==> src/shared/fpc_pkg.sv <==
`default_nettype none
package fpc_pkg;

  // ----------------------------------------------------------------
  // Register selection
  // ----------------------------------------------------------------
  localparam int unsigned NUM_SEL   = 5;
  localparam int unsigned DATA_W    = 16;
  localparam logic [2:0]  SEL_INDEX = 3'h0;
  localparam logic [2:0]  SEL_ACCB  = 3'h1;
  localparam logic [2:0]  SEL_ACCA  = 3'h2;
  localparam logic [2:0]  SEL_INSTR = 3'h3;
  localparam logic [2:0]  SEL_PC    = 3'h4;

  // ----------------------------------------------------------------
  // Key switch positions
  // ----------------------------------------------------------------
  localparam logic [1:0]  KEY_OFF      = 2'h0;
  localparam logic [1:0]  KEY_POWERED  = 2'h1;
  localparam logic [1:0]  KEY_LOCKOUT  = 2'h2;

  // ----------------------------------------------------------------
  // Timing
  // ----------------------------------------------------------------
  localparam int unsigned CLK_MHZ        = 100;
  localparam int unsigned DEBOUNCE_US    = 5000;
  localparam int unsigned DEBOUNCE_CYC   = DEBOUNCE_US * CLK_MHZ;
  localparam int unsigned DB_CNT_W       = 20;

  // ----------------------------------------------------------------
  // Register bus map
  // ----------------------------------------------------------------
  localparam logic [7:0]  ADDR_STATUS = 8'h00;
  localparam logic [7:0]  ADDR_DISP   = 8'h04;
  localparam logic [31:0] STATUS_RST  = 32'h0000_0000;

  // ----------------------------------------------------------------
  // Types
  // ----------------------------------------------------------------
  typedef enum logic [1:0]
  {
    MODE_STEP = 2'b00,
    MODE_WAIT = 2'b01,
    MODE_RUN  = 2'b10
  } fpc_mode_t;

  typedef struct packed
  {
    logic step;
    logic run;
    logic clr;
    logic sysrst;
  } fpc_keys_t;

  typedef struct packed
  {
    logic                start;
    logic                halt_req;
    logic                repeat_step;
    logic                sys_reset;
    logic                wr_en;
    logic [2:0]          wr_sel;
    logic [DATA_W-1:0]   wr_data;
  } fpc_cpu_cmd_t;

endpackage : fpc_pkg
`default_nettype wire

==> src/logic/fpc_top.sv <==
`timescale 1ns/100ps
`default_nettype none
// Notes on behaviour
// - Key in lockout position makes every momentary panel switch have no effect; select switches still pick the displayed register.
// - Lamps keep working with the key powered or in lockout.
// - Step while running finishes the current instruction, then halts.
// - Step while halted executes exactly the instruction register's instruction.
// - Step lamp lights on step press, goes out on run press.
// - Run executes the instruction register, then runs from the program counter.
// - Run lamp lights on run press, goes out on step press.
// - Five select switches choose index, B, A, instruction register or program counter.
// - Two or more select switches active disables selection and blanks display.
// - Bit clear in step mode zeroes the selected register; lamps go dark.
// - Sixteen lamps show the selected register, lit for each one bit.
// - Lamps and entry switches run bit 15 at left down to bit 0.
// - Each entry switch loads its own bit of the selected register.
// - No select switch down means no register is displayed.
// - Entry press sets its bit to one; only bit clear clears bits.
// - Repeat with step executes and advances program counter, instruction register kept.
// - Repeat switch has no effect in run mode.
// - System reset halts processor and peripherals, registers are kept.
module fpc_top
  import fpc_pkg::*;
#(
  parameter int unsigned DEBOUNCE_CYCLES = DEBOUNCE_CYC
)
(
  input  wire logic                CLK_I,
  input  wire logic                RESETN_I,
  input  wire logic [1:0]          KEY_POS_I,
  input  wire logic                STEP_SW_I,
  input  wire logic                RUN_SW_I,
  input  wire logic                CLR_SW_I,
  input  wire logic                SYSRST_SW_I,
  input  wire logic                REPEAT_SW_I,
  input  wire logic [NUM_SEL-1:0]  SEL_SW_I,
  input  wire logic [DATA_W-1:0]   ENTRY_SW_I,
  input  wire logic [DATA_W-1:0]   REG_INDEX_I,
  input  wire logic [DATA_W-1:0]   REG_ACCB_I,
  input  wire logic [DATA_W-1:0]   REG_ACCA_I,
  input  wire logic [DATA_W-1:0]   REG_INSTR_I,
  input  wire logic [DATA_W-1:0]   REG_PC_I,
  input  wire logic                INSTR_DONE_I,
  input  wire logic                HSEL_I,
  input  wire logic [31:0]         HADDR_I,
  input  wire logic [1:0]          HTRANS_I,
  input  wire logic                HWRITE_I,
  input  wire logic [2:0]          HSIZE_I,
  input  wire logic [31:0]         HWDATA_I,
  input  wire logic                HREADY_I,
  output logic [31:0]              HRDATA_O,
  output logic                     HREADYOUT_O,
  output logic                     HRESP_O,
  output fpc_cpu_cmd_t             CPU_CMD_O,
  output logic [DATA_W-1:0]        DISP_LAMP_O,
  output logic                     STEP_LAMP_O,
  output logic                     RUN_LAMP_O
);

  // ------------------------------------------------------------
  // Input synchronisers and debouncers
  // ------------------------------------------------------------
  localparam int unsigned NUM_MOM = 4 + DATA_W;
  localparam int unsigned NUM_LVL = NUM_SEL + 3;
  localparam logic [DB_CNT_W-1:0] DB_LIMIT = DB_CNT_W'(DEBOUNCE_CYCLES - 1);

  logic [NUM_MOM-1:0]  mom_raw;
  logic [NUM_MOM-1:0]  mom_s1_r;
  logic [NUM_MOM-1:0]  mom_s2_r;
  logic [NUM_MOM-1:0]  mom_db_r;
  logic [NUM_MOM-1:0]  mom_db_nxt;
  logic [NUM_MOM-1:0]  mom_prev_r;
  logic [NUM_MOM-1:0]  mom_pulse;
  logic [NUM_LVL-1:0]  lvl_raw;
  logic [NUM_LVL-1:0]  lvl_s1_r;
  logic [NUM_LVL-1:0]  lvl_s2_r;

  assign mom_raw = {ENTRY_SW_I, SYSRST_SW_I, CLR_SW_I, RUN_SW_I, STEP_SW_I};
  assign lvl_raw = {KEY_POS_I, REPEAT_SW_I, SEL_SW_I};

  // A press must stay stable for the whole window, so contact bounce never doubles it.
  genvar gi;
  generate
    for (gi = 0; gi < NUM_MOM; gi++)
    begin : g_db
      logic [DB_CNT_W-1:0] cnt_r;
      logic [DB_CNT_W-1:0] cnt_nxt;
      always_comb
      begin
        cnt_nxt       = '0;
        mom_db_nxt[gi] = mom_db_r[gi];
        if (mom_s2_r[gi] != mom_db_r[gi])
        begin
          cnt_nxt = cnt_r + DB_CNT_W'(1);
          if (cnt_r >= DB_LIMIT)
          begin
            cnt_nxt        = '0;
            mom_db_nxt[gi] = mom_s2_r[gi];
          end
        end
      end
      always_ff @(posedge CLK_I or negedge RESETN_I)
      begin
        if (!RESETN_I)
          cnt_r <= '0;
        else
          cnt_r <= cnt_nxt;
      end
    end
  endgenerate

  always_ff @(posedge CLK_I or negedge RESETN_I)
  begin
    if (!RESETN_I)
    begin
      mom_s1_r   <= '0;
      mom_s2_r   <= '0;
      mom_db_r   <= '0;
      mom_prev_r <= '0;
      lvl_s1_r   <= '0;
      lvl_s2_r   <= '0;
    end
    else
    begin
      mom_s1_r   <= mom_raw;
      mom_s2_r   <= mom_s1_r;
      mom_db_r   <= mom_db_nxt;
      mom_prev_r <= mom_db_r;
      lvl_s1_r   <= lvl_raw;
      lvl_s2_r   <= lvl_s1_r;
    end
  end

  assign mom_pulse = mom_db_r & ~mom_prev_r;

  // ------------------------------------------------------------
  // Panel decoding
  // ------------------------------------------------------------
  logic [NUM_SEL-1:0] sel_sw;
  logic               repeat_sw;
  logic [1:0]         key_pos;
  logic               lockout;
  logic               sel_one;
  logic [2:0]         sel_idx;
  fpc_keys_t          keys;
  logic [DATA_W-1:0]  entry_pulse;

  assign sel_sw      = lvl_s2_r[NUM_SEL-1:0];
  assign repeat_sw   = lvl_s2_r[NUM_SEL];
  assign key_pos     = lvl_s2_r[NUM_SEL+2:NUM_SEL+1];
  assign lockout     = (key_pos == KEY_LOCKOUT);
  // Lockout gates every momentary action here, at one point.
  assign keys        = lockout ? '0 : {mom_pulse[0], mom_pulse[1], mom_pulse[2], mom_pulse[3]};
  assign entry_pulse = lockout ? '0 : mom_pulse[NUM_MOM-1:4];

  always_comb
  begin
    sel_one = 1'b0;
    sel_idx = SEL_INDEX;
    case (sel_sw)
      5'h01: begin sel_one = 1'b1; sel_idx = SEL_INDEX; end
      5'h02: begin sel_one = 1'b1; sel_idx = SEL_ACCB;  end
      5'h04: begin sel_one = 1'b1; sel_idx = SEL_ACCA;  end
      5'h08: begin sel_one = 1'b1; sel_idx = SEL_INSTR; end
      5'h10: begin sel_one = 1'b1; sel_idx = SEL_PC;    end
      default: sel_one = 1'b0;
    endcase
  end

  // ------------------------------------------------------------
  // Run and step control
  // ------------------------------------------------------------
  fpc_mode_t          mode_r;
  fpc_mode_t          mode_nxt;
  fpc_cpu_cmd_t       cmd_r;
  fpc_cpu_cmd_t       cmd_nxt;
  logic               step_lamp_r;
  logic               step_lamp_nxt;
  logic               run_lamp_r;
  logic               run_lamp_nxt;
  logic [DATA_W-1:0]  cur_val;
  logic [DATA_W-1:0]  disp_r;
  logic [DATA_W-1:0]  disp_nxt;

  always_comb
  begin
    case (sel_idx)
      SEL_INDEX: cur_val = REG_INDEX_I;
      SEL_ACCB:  cur_val = REG_ACCB_I;
      SEL_ACCA:  cur_val = REG_ACCA_I;
      SEL_INSTR: cur_val = REG_INSTR_I;
      default:   cur_val = REG_PC_I;
    endcase
  end

  always_comb
  begin
    mode_nxt      = mode_r;
    cmd_nxt       = '0;
    step_lamp_nxt = step_lamp_r;
    run_lamp_nxt  = run_lamp_r;
    if (keys.sysrst)
    begin
      cmd_nxt.sys_reset = 1'b1;
      mode_nxt          = MODE_STEP;
      run_lamp_nxt      = 1'b0;
    end
    else if (keys.step)
    begin
      step_lamp_nxt = 1'b1;
      run_lamp_nxt  = 1'b0;
      if (mode_r == MODE_RUN)
      begin
        cmd_nxt.halt_req = 1'b1;
        mode_nxt         = MODE_WAIT;
      end
      else if (mode_r == MODE_STEP)
      begin
        cmd_nxt.start       = 1'b1;
        cmd_nxt.halt_req    = 1'b1;
        cmd_nxt.repeat_step = repeat_sw;
        mode_nxt            = MODE_WAIT;
      end
      // A completion landing with a step press must not be lost, or the panel would wait forever.
      else if (INSTR_DONE_I)
        mode_nxt = MODE_STEP;
    end
    else if (keys.run && mode_r == MODE_STEP)
    begin
      step_lamp_nxt = 1'b0;
      run_lamp_nxt  = 1'b1;
      cmd_nxt.start = 1'b1;
      mode_nxt      = MODE_RUN;
    end
    else if (mode_r == MODE_WAIT && INSTR_DONE_I)
      mode_nxt = MODE_STEP;
    if (mode_r == MODE_STEP && sel_one && (keys.clr || entry_pulse != '0))
    begin
      cmd_nxt.wr_en   = 1'b1;
      cmd_nxt.wr_sel  = sel_idx;
      // Clear wins over a set arriving in the same cycle.
      cmd_nxt.wr_data = keys.clr ? '0 : (cur_val | entry_pulse);
    end
    // Lamps follow the register regardless of the key position.
    disp_nxt = sel_one ? cur_val : '0;
    if (cmd_nxt.wr_en)
      disp_nxt = cmd_nxt.wr_data;
  end

  always_ff @(posedge CLK_I or negedge RESETN_I)
  begin
    if (!RESETN_I)
    begin
      mode_r      <= MODE_STEP;
      cmd_r       <= '0;
      step_lamp_r <= 1'b1;
      run_lamp_r  <= 1'b0;
      disp_r      <= '0;
    end
    else
    begin
      mode_r      <= mode_nxt;
      cmd_r       <= cmd_nxt;
      step_lamp_r <= step_lamp_nxt;
      run_lamp_r  <= run_lamp_nxt;
      disp_r      <= disp_nxt;
    end
  end

  assign CPU_CMD_O   = cmd_r;
  assign DISP_LAMP_O = disp_r;
  assign STEP_LAMP_O = step_lamp_r;
  assign RUN_LAMP_O  = run_lamp_r;

  // ------------------------------------------------------------
  // Bus slave, read only status and display
  // ------------------------------------------------------------
  logic        rd_req;
  logic [31:0] rdata_r;
  logic [31:0] rdata_nxt;
  logic [31:0] status_w;

  assign status_w = {24'h000000, lockout, repeat_sw, 1'b0, sel_one, run_lamp_r, step_lamp_r, mode_r};

  // Read data is captured at the address phase, so the data phase is served straight from a register.
  always_comb
  begin
    rd_req    = HSEL_I && HREADY_I && HTRANS_I[1] && !HWRITE_I;
    rdata_nxt = rdata_r;
    if (rd_req)
    begin
      case (HADDR_I[7:0])
        ADDR_STATUS: rdata_nxt = status_w;
        ADDR_DISP:   rdata_nxt = {16'h0000, disp_r};
        default:     rdata_nxt = 32'h0000_0000;
      endcase
    end
  end

  always_ff @(posedge CLK_I or negedge RESETN_I)
  begin
    if (!RESETN_I)
      rdata_r <= STATUS_RST;
    else
      rdata_r <= rdata_nxt;
  end

  assign HRDATA_O    = rdata_r;
  assign HREADYOUT_O = 1'b1;
  assign HRESP_O     = 1'b0;

endmodule : fpc_top
`default_nettype wire

==> config.mk <==
export PLATFORM = sky130hd
export DESIGN_NAME = fpc_top
export DESIGN_NICKNAME = d
export VERILOG_FILES = /design/src/shared/fpc_pkg.sv /design/src/logic/fpc_top.sv
export SDC_FILE = /design/constraint.sdc
export NUM_CORES = 1
export LEC_CHECK = 0
export ABC_CLOCK_PERIOD_IN_PS = 3300
export BUFFER_PORTS_ARGS = -buffer_cell sky130_fd_sc_hd__buf_2
export CAP_MARGIN = 20
export CORE_MARGIN = 4
export CORE_UTILIZATION = 64
export DETAILED_ROUTE_END_ITERATION = 16
export PLACE_DENSITY_LB_ADDON = 0.25
export SYNTH_ARGS = -nofsm -noshare
export SYNTH_HDL_FRONTEND = slang
export SYNTH_SLANG_ARGS = --single-unit
==> constraint.sdc <==
create_clock -name CLK_I -period 3.3 [get_ports CLK_I]
set_clock_uncertainty 0.1 [all_clocks]
set_input_delay 0 -clock CLK_I [delete_from_list [all_inputs] [get_ports CLK_I]]
set_output_delay 0 -clock CLK_I [all_outputs]
set_load 0.01 [all_outputs]
==> results of run 1 <==
==> cell families (layout without fill, tap and decap cells) <==
| logic type | Yosys count | count (layout) | synth area share (%) |
|---|---|---|---|
| AND/OR/NAND/NOR | 1165 | 1165 | 22.1 |
| flip-flops | 556 | 556 | 55.8 |
| XOR/XNOR | 354 | 354 | 12.4 |
| AO/OA/AOI/OAI | 178 | 178 | 4.98 |
| buffers and inverters | 130 | 445 | 2.52 |
| multiplexers | 26 | 26 | 1.14 |
| adder cells (fa/ha/maj) | 20 | 20 | 1.00 |
| other | 2 | 40 | 0.0301 |
==> layout make-up <==
type | instances | area [µm²] | share of cell area, %
flip-flops and latches | 556 | 13900 | 47.4
multi-input cells | 1781 | 10500 | 35.9
repair buffers | 295 | 2110 | 7.20
clock buffers | 72 | 1560 | 5.32
well taps | 518 | 648 | 2.21
clock inverters | 30 | 399 | 1.36
inverters | 48 | 180 | 0.613
diodes | 2 | 5.00 | 0.0170
==> stage by stage <==
step,area (µm²),total power [µW],setup slack (ns),cells,utilization [%]
2_1_floorplan,25100,7720,1.17,2467,-
4_1_cts,29400,14900,0.0725,3298,76.1
5_1_grt,29400,15300,0.106,3300,76.2
3_5_place_dp,26400,8140,0.646,3097,68.4
6_report,29400,14800,0.175,3302,76.2
3_3_place_gp,26400,8100,0.758,3097,68.4
==> repair_timing <==
action,4_1_cts,5_1_grt
hold buffers,99,0
endpoints found under the setup margin,0,32
buffers inserted,0,2
hold endpoints to repair,633,0
==> report_power, final <==
part	internal [µW]	switching, µW	leakage, µW
Clock	4040	2650	0.000960
Sequential	7000	161	0.00747
Combinational	367	600	0.00442
Total	11400	3410	0.0129
==> cells in the final DEF (no fill, tap or decap), types with 11 or more instances in the layout <==
cell type      count
nand2_1          182
a2bb2oi_1         14
nand3_1          163
nand4_1           85
a21oi_1           54
mux2_2            20
nor2_1           451
clkinv_2          13
nand2b_1          15
nor4_1            43
clkbuf_16         57
o21ai_0           17
and4_1            24
xnor2_1          142
and2_1            11
dfrtp_1          555
or3_1             14
and3_1            46
nor3_1            66
a31o_2            14
nor2b_1           28
buf_2            179
xor2_1           212
inv_1             48
dlygate4sd3_1     98
conb_1            38
ha_1              20
==> worst reg2reg max path: stages, from the launching register on <==
cell and delay [ns]:
dfrtp_1 0.45, nor2b_1 0.17, and2_1 0.43, a222oi_1 0.94
o2bb2ai_1 0.21, dlygate4sd3_1 0.61, o2bb2ai_1 0.08
==> state kept, by name (all words and copies together), names as in the netlist <==
register / cells
CPU_CMD_O: 24
DISP_LAMP_O: 16
HRDATA_O: 16
RUN_LAMP_O: 1
STEP_LAMP_O: 1
g_db.cnt_r: 400
lvl_s1_r: 8
lvl_s2_r: 8
mode_r: 2
mom_db_r: 20
mom_prev_r: 20
mom_s1_r: 20
mom_s2_r: 20
==> metal layers <==
metal	global-route usage (%)	vias to the layer above
met5	0	-
met4	8.71	2
met3	6.16	132
met2	43.6	468
met1	35.3	9259
li1	-	8846
==> synth_stat cells (7+ instances only) <==
master	instances
dfrtp_1	555
nor2_1	451
xor2_1	212
nand2_1	182
nand3_1	163
xnor2_1	142
nand4_1	85
nor3_1	66
a21oi_1	54
inv_1	48
and3_1	46
nor4_1	43
buf_2	31
nor2b_1	28
clkbuf_1	25
and4_1	24
ha_1	20
mux2_2	20
buf_4	18
o21ai_0	17
nand2b_1	15
a2bb2oi_1	14
a31o_2	14
or3_1	14
and2_1	11
a31oi_1	10
o2bb2ai_1	10
or2_2	10
a22o_1	9
or4_1	9
o211ai_1	7
==> final timing paths <==
path	end	depth (start not counted)
max in group asynchronous	STEP_LAMP_O	3
setup reg to reg	DISP_LAMP_O[9]	6
hold / removal	mom_s1_r[0]	3
setup / recovery	DISP_LAMP_O[9]	6
hold reg to reg	mom_s2_r[0]	0
min in group CLK_I	mode_r[0]	3
==> qor.txt, run 1 <==
VDD IR max: 0.000430 V
CP Data Required Time: 3.65 ns
Setup_tns: 0 ns
# IOs: 259
Worst Tran Pin Value: 0.907 ns
Starting Density: 64.7%
Clock tree buffer depth: 3
Relative slew slack: 39.5%
Die area: 42,200 µm²
Ys flop type: dfrtp_1
Ys async rst share: 100%
Antenna violations before repair: 2
First-pass DRT Iterations: 5
Seq cells post-synth: 556
Root buffer cell: clkbuf_16
CP max-delay cell: a222oi_1
Top Family by Delay on Critical Path: compound AO/OA/AOI/OAI gates
CTS tree: built
Max_cap viols: 0
Hold WS: 0.0353 ns
Unrepaired setup endpoints after global routing: false
Synth Cell Area: 25,000 µm²
Share of cells above drive strength 1: 12.2%
Sequential area share after synthesis: 55.8%
Total track usage: 26.5%
YS warnings: 0
Outcome: finished, final reports clean
PwrDens: 505 nW/µm²
Num rows: 72
DR iter-0 viols: 1,320
Final net count: 2,939
Vias in the first global route: 18.8k
Total core area: 38,600 µm²
Worst-skew pair later-pin latency: 0.59 ns
H-tree depth: 2
Final Critical Period: 3.12 ns
GPL Wtd Cong: 0.863
Most used cell, CP: o2bb2ai_1
Fmax achieved: 0.320 GHz
DRC violations left: 0
Clk sinks: 556
Synth area leaders: dfrtp_1, xor2_1, nor2_1
Min-delay worst type: input port to asynchronous set/reset pin
Routed Antenna Nets: 0
Area growth from synthesis to layout: 17.7%
Final setup fails: 0
Final worst path period share: 94.7%
Cells after Synth: 2,431
Final hold vios: 0
Area leader, netlist: dfrtp_1
DR vias/cell: 5.67
CP endpoint kind: register
# fillers: 2,492
Mean post-synth cell area: 10.3 µm²
CP Max Fanout: 16
Gr ovfl total: 0
Largest net degree at the start of global routing: 88
Worst path max stage delay: 0.94 ns
Distinct cells, synth: 63
Post-synth top area share: 55.7%
Reg-to-Reg Start: lvl_s2_r[1]
Setup CP Type: register to register
EDFF count, synth: 0
Launching element type of the critical path: register
Met3 wire len: 3310 µm
Met2 WL post-DR: 27,200 µm
Gates resized, CTS repair: 0
Arr. time, crit path: 3.48 ns
Worst Path Buf+Inv: 1
Reg-to-reg setup timing slack: 0.18 ns
Post-detail-place hpwl: 36,300 µm
Met1 wire length: 23,400 µm
CP Cell Sequence: nor2b_1 -> and2_1 -> a222oi_1 -> o2bb2ai_1 -> dlygate4sd3_1 -> o2bb2ai_1
Die Width: 205 µm
Leakage Power: 0.0129 µW
Top Metal Used: met5
Post-Route WL: 55,600 µm
DR WL/cell: 16.8 µm
DIE HEIGHT: 205 µm
CTS clock-pin slew for the worst setup and hold paths: 0.06 ns
First-pass GRT wire length: 91,700 µm
Vias: 18.7k
Crit path launch: lvl_s2_r[1]
Total CTS buffers: 54
Final slew viol count: 0
Port-buffer cells: 180
Power figures use the tool's default switching activity.
==> inputs of run 2 (changes only) <==
--- a/config.mk
+++ b/config.mk
@@ -12,6 +12,7 @@
 export CORE_UTILIZATION = 64
 export DETAILED_ROUTE_END_ITERATION = 16
 export PLACE_DENSITY_LB_ADDON = 0.25
+export SETUP_SLACK_MARGIN = 0.5
 export SYNTH_ARGS = -nofsm -noshare
 export SYNTH_HDL_FRONTEND = slang
 export SYNTH_SLANG_ARGS = --single-unit
==> run 2 against run 1 <==
Effect of this change: fmax is 16% higher; sequential share of layout area is 0.67 points lower; largest power group unchanged; sequential power hardly changed; register-to-register slack better by 0.43 ns; hold slack better by 0.044 ns; non-clock buffer count is 42 higher; global-route usage is 1.7 points higher; core utilization is 1.1 points higher; power is 0.51% higher; die area stayed put; critical endpoint is now DISP_LAMP_O[8]; setup slack better by 0.43 ns; via count is 3.0% higher.
==> qor.txt, run 2 (synthesized netlist as in run 1, its figures left out) <==
Clock tree buffer depth: 3 (unchanged)
DR vias/cell: 5.76 (was 5.67)
Worst path depth: 5 (was 6)
Met2 WL post-DR: 29,200 µm (was 27,200 µm)
DR iter-0 viols: 1,461 (was 1,320)
# IOs: 259 (unchanged)
Num rows: 72 (unchanged)
Hold path cells: 5
DRC violations left: 0 (unchanged)
CTS tree: built (unchanged)
Die Width: 205 µm (unchanged)
CP endpoint kind: register (unchanged)
Setup_tns: 0 ns (unchanged)
Routed Antenna Nets: 0 (unchanged)
Worst Tran Pin Value: 0.987 ns (was 0.907 ns)
VDD IR max: 0.000475 V (was 0.000430 V)
CP Cell Sequence: nor3_1 -> and2_1 -> a222oi_1 -> o2bb2ai_1 -> o2bb2ai_1 (was nor2b_1 -> and2_1 -> a222oi_1 -> o2bb2ai_1 -> dlygate4sd3_1 -> o2bb2ai_1)
H-tree depth: 2 (unchanged)
Vias: 19.3k (was 18.7k)
Outcome: finished, final reports clean (unchanged)
Worst path max stage delay: 0.74 ns (was 0.94 ns)
Fmax achieved: 0.371 GHz (was 0.320 GHz)
Final setup fails: 0 (unchanged)
CP Max Fanout: 16 (unchanged)
Setup CP Type: register to register (unchanged)
Starting Density: 64.7% (unchanged)
Port-buffer cells: 180 (unchanged)
DIE HEIGHT: 205 µm (unchanged)
CP Data Required Time: 3.67 ns (was 3.65 ns)
Worst Path Buf+Inv: 0 (was 1)
First-pass DRT Iterations: 5 (unchanged)
Launching element type of the critical path: register (unchanged)
PwrDens: 500 nW/µm² (was 505 nW/µm²)
Max reg flops: 400 (unchanged)
Post-Route WL: 59,200 µm (was 55,600 µm)
Leakage Power: 0.0130 µW (was 0.0129 µW)
Post-CTS Setup Bufs: 0 (unchanged)
Met1 wire length: 24,200 µm (was 23,400 µm)
First-pass GRT wire length: 97,200 µm (was 91,700 µm)
Relative slew slack: 34.0% (was 39.5%)
Min-delay worst type: input port to register (was input port to asynchronous set/reset pin)
Most frequent cells in the layout: dfrtp_1, nor2_1, xor2_1, nand2_1, buf_2 (unchanged)
Final worst path period share: 81.6% (was 94.7%)
Total CTS buffers: 54 (unchanged)
Met3 wire len: 3600 µm (was 3310 µm)
Top Metal Used: met4 (was met5)
Total track usage: 28.2% (was 26.5%)
Die area: 42,200 µm² (unchanged)
Final slew viol count: 0 (unchanged)
CTS clock-pin slew for the worst setup and hold paths: 0.07 ns (was 0.06 ns)
Worst-skew pair later-pin latency: 0.60 ns (was 0.59 ns)
Reg2reg path depth: 5 (was 6)
Gr ovfl total: 0 (unchanged)
Commonest non-fill, non-tap cell in the layout: dfrtp_1 (unchanged)
Area growth from synthesis to layout: 19.4% (was 17.7%)
Clk sinks: 556 (unchanged)
Max_cap viols: 0 (unchanged)
Largest Register: g_db.cnt_r (unchanged)
Unrepaired setup endpoints after global routing: false (unchanged)
Final net count: 2,981 (was 2,939)
Total core area: 38,600 µm² (unchanged)
CP max-delay cell: and2_1 (was a222oi_1)
Vias in the first global route: 19.8k (was 18.8k)
Top Family by Delay on Critical Path: simple AND/OR/NAND/NOR gates (was compound AO/OA/AOI/OAI gates)
Hold WS: 0.0793 ns (was 0.0353 ns)
Share of cells above drive strength 1: 12.0% (was 12.2%)
DR WL/cell: 17.7 µm (was 16.8 µm)
Arr. time, crit path: 3.06 ns (was 3.48 ns)
Antenna violations before repair: 1 (was 2)
Root buffer cell: clkbuf_16 (unchanged)
Largest net degree at the start of global routing: 88 (unchanged)
GPL Wtd Cong: 0.863 (unchanged)
Final hold vios: 0 (unchanged)
Post-detail-place hpwl: 36,300 µm (unchanged)
Final Critical Period: 2.69 ns (was 3.12 ns)
Most used cell, CP: o2bb2ai_1 (unchanged)
-- run 2: tightest hold or removal path: stages --
cell and delay [ns]:
buf_2 0.09, a21oi_1 0.05, a2bb2oi_1 0.13, a31o_2 0.28, a21oi_1 0.17
-- run 2: through the flow --
stage | area (µm²) | power (µW) | instances | util [%] | worst slack [ns]
floorplan | 25100 | 7720 | 2467 | - | 1.17
global placement | 26400 | 8100 | 3097 | 68.4 | 0.758
detailed placement | 26400 | 8140 | 3097 | 68.4 | 0.646
CTS | 29800 | 14900 | 3342 | 77.2 | 0.548
global route | 29800 | 15400 | 3343 | 77.3 | 0.514
finish | 29800 | 14900 | 3345 | 77.3 | 0.607
-- run 2: power breakdown --
group	internal, µW	switching (µW)
Sequential	7000	166
Combinational	386	621
Clock	4040	2680
Total	11400	3470
-- run 2: worst paths after layout --
| kind | startpoint | end | slack [ns] |
|---|---|---|---|
| setup / recovery | lvl_s2_r[3] | DISP_LAMP_O[8] | 0.61 |
| hold / removal | REG_ACCA_I[5] | CPU_CMD_O[5] | 0.08 |
| setup reg to reg | lvl_s2_r[3] | DISP_LAMP_O[8] | 0.61 |
| hold reg to reg | mom_s1_r[0] | mom_s2_r[0] | 0.25 |
| max in group asynchronous | RESETN_I | STEP_LAMP_O | 1.68 |
| min in group asynchronous | RESETN_I | g_db[0].cnt_r[8] | 0.46 |
-- run 2: timing repair --
item | in CTS | in global routing
hold buffers | 143 | 0
endpoints found under the hold margin | 633 | 0
resized for setup | 0 | 4
endpoints found under the setup margin | 0 | 41
-- run 2: layer usage --
metal / global-route usage, % / vias up
met5: 0 / -
met4: 11.1 / 0
met3: 5.58 / 201
met2: 47.2 / 661
met1: 36.7 / 9486
li1: - / 8929
-- run 2: final cells by class --
cell class | instances | area, µm²
antenna | 3 | 7.51
tap | 518 | 648
inverter | 48 | 180
clock buffer | 72 | 1560
timing repair buffer | 337 | 2520
multi-input combinational | 1781 | 10600
sequential | 556 | 13900
fill | 2434 | 8760
clock inverter | 30 | 399
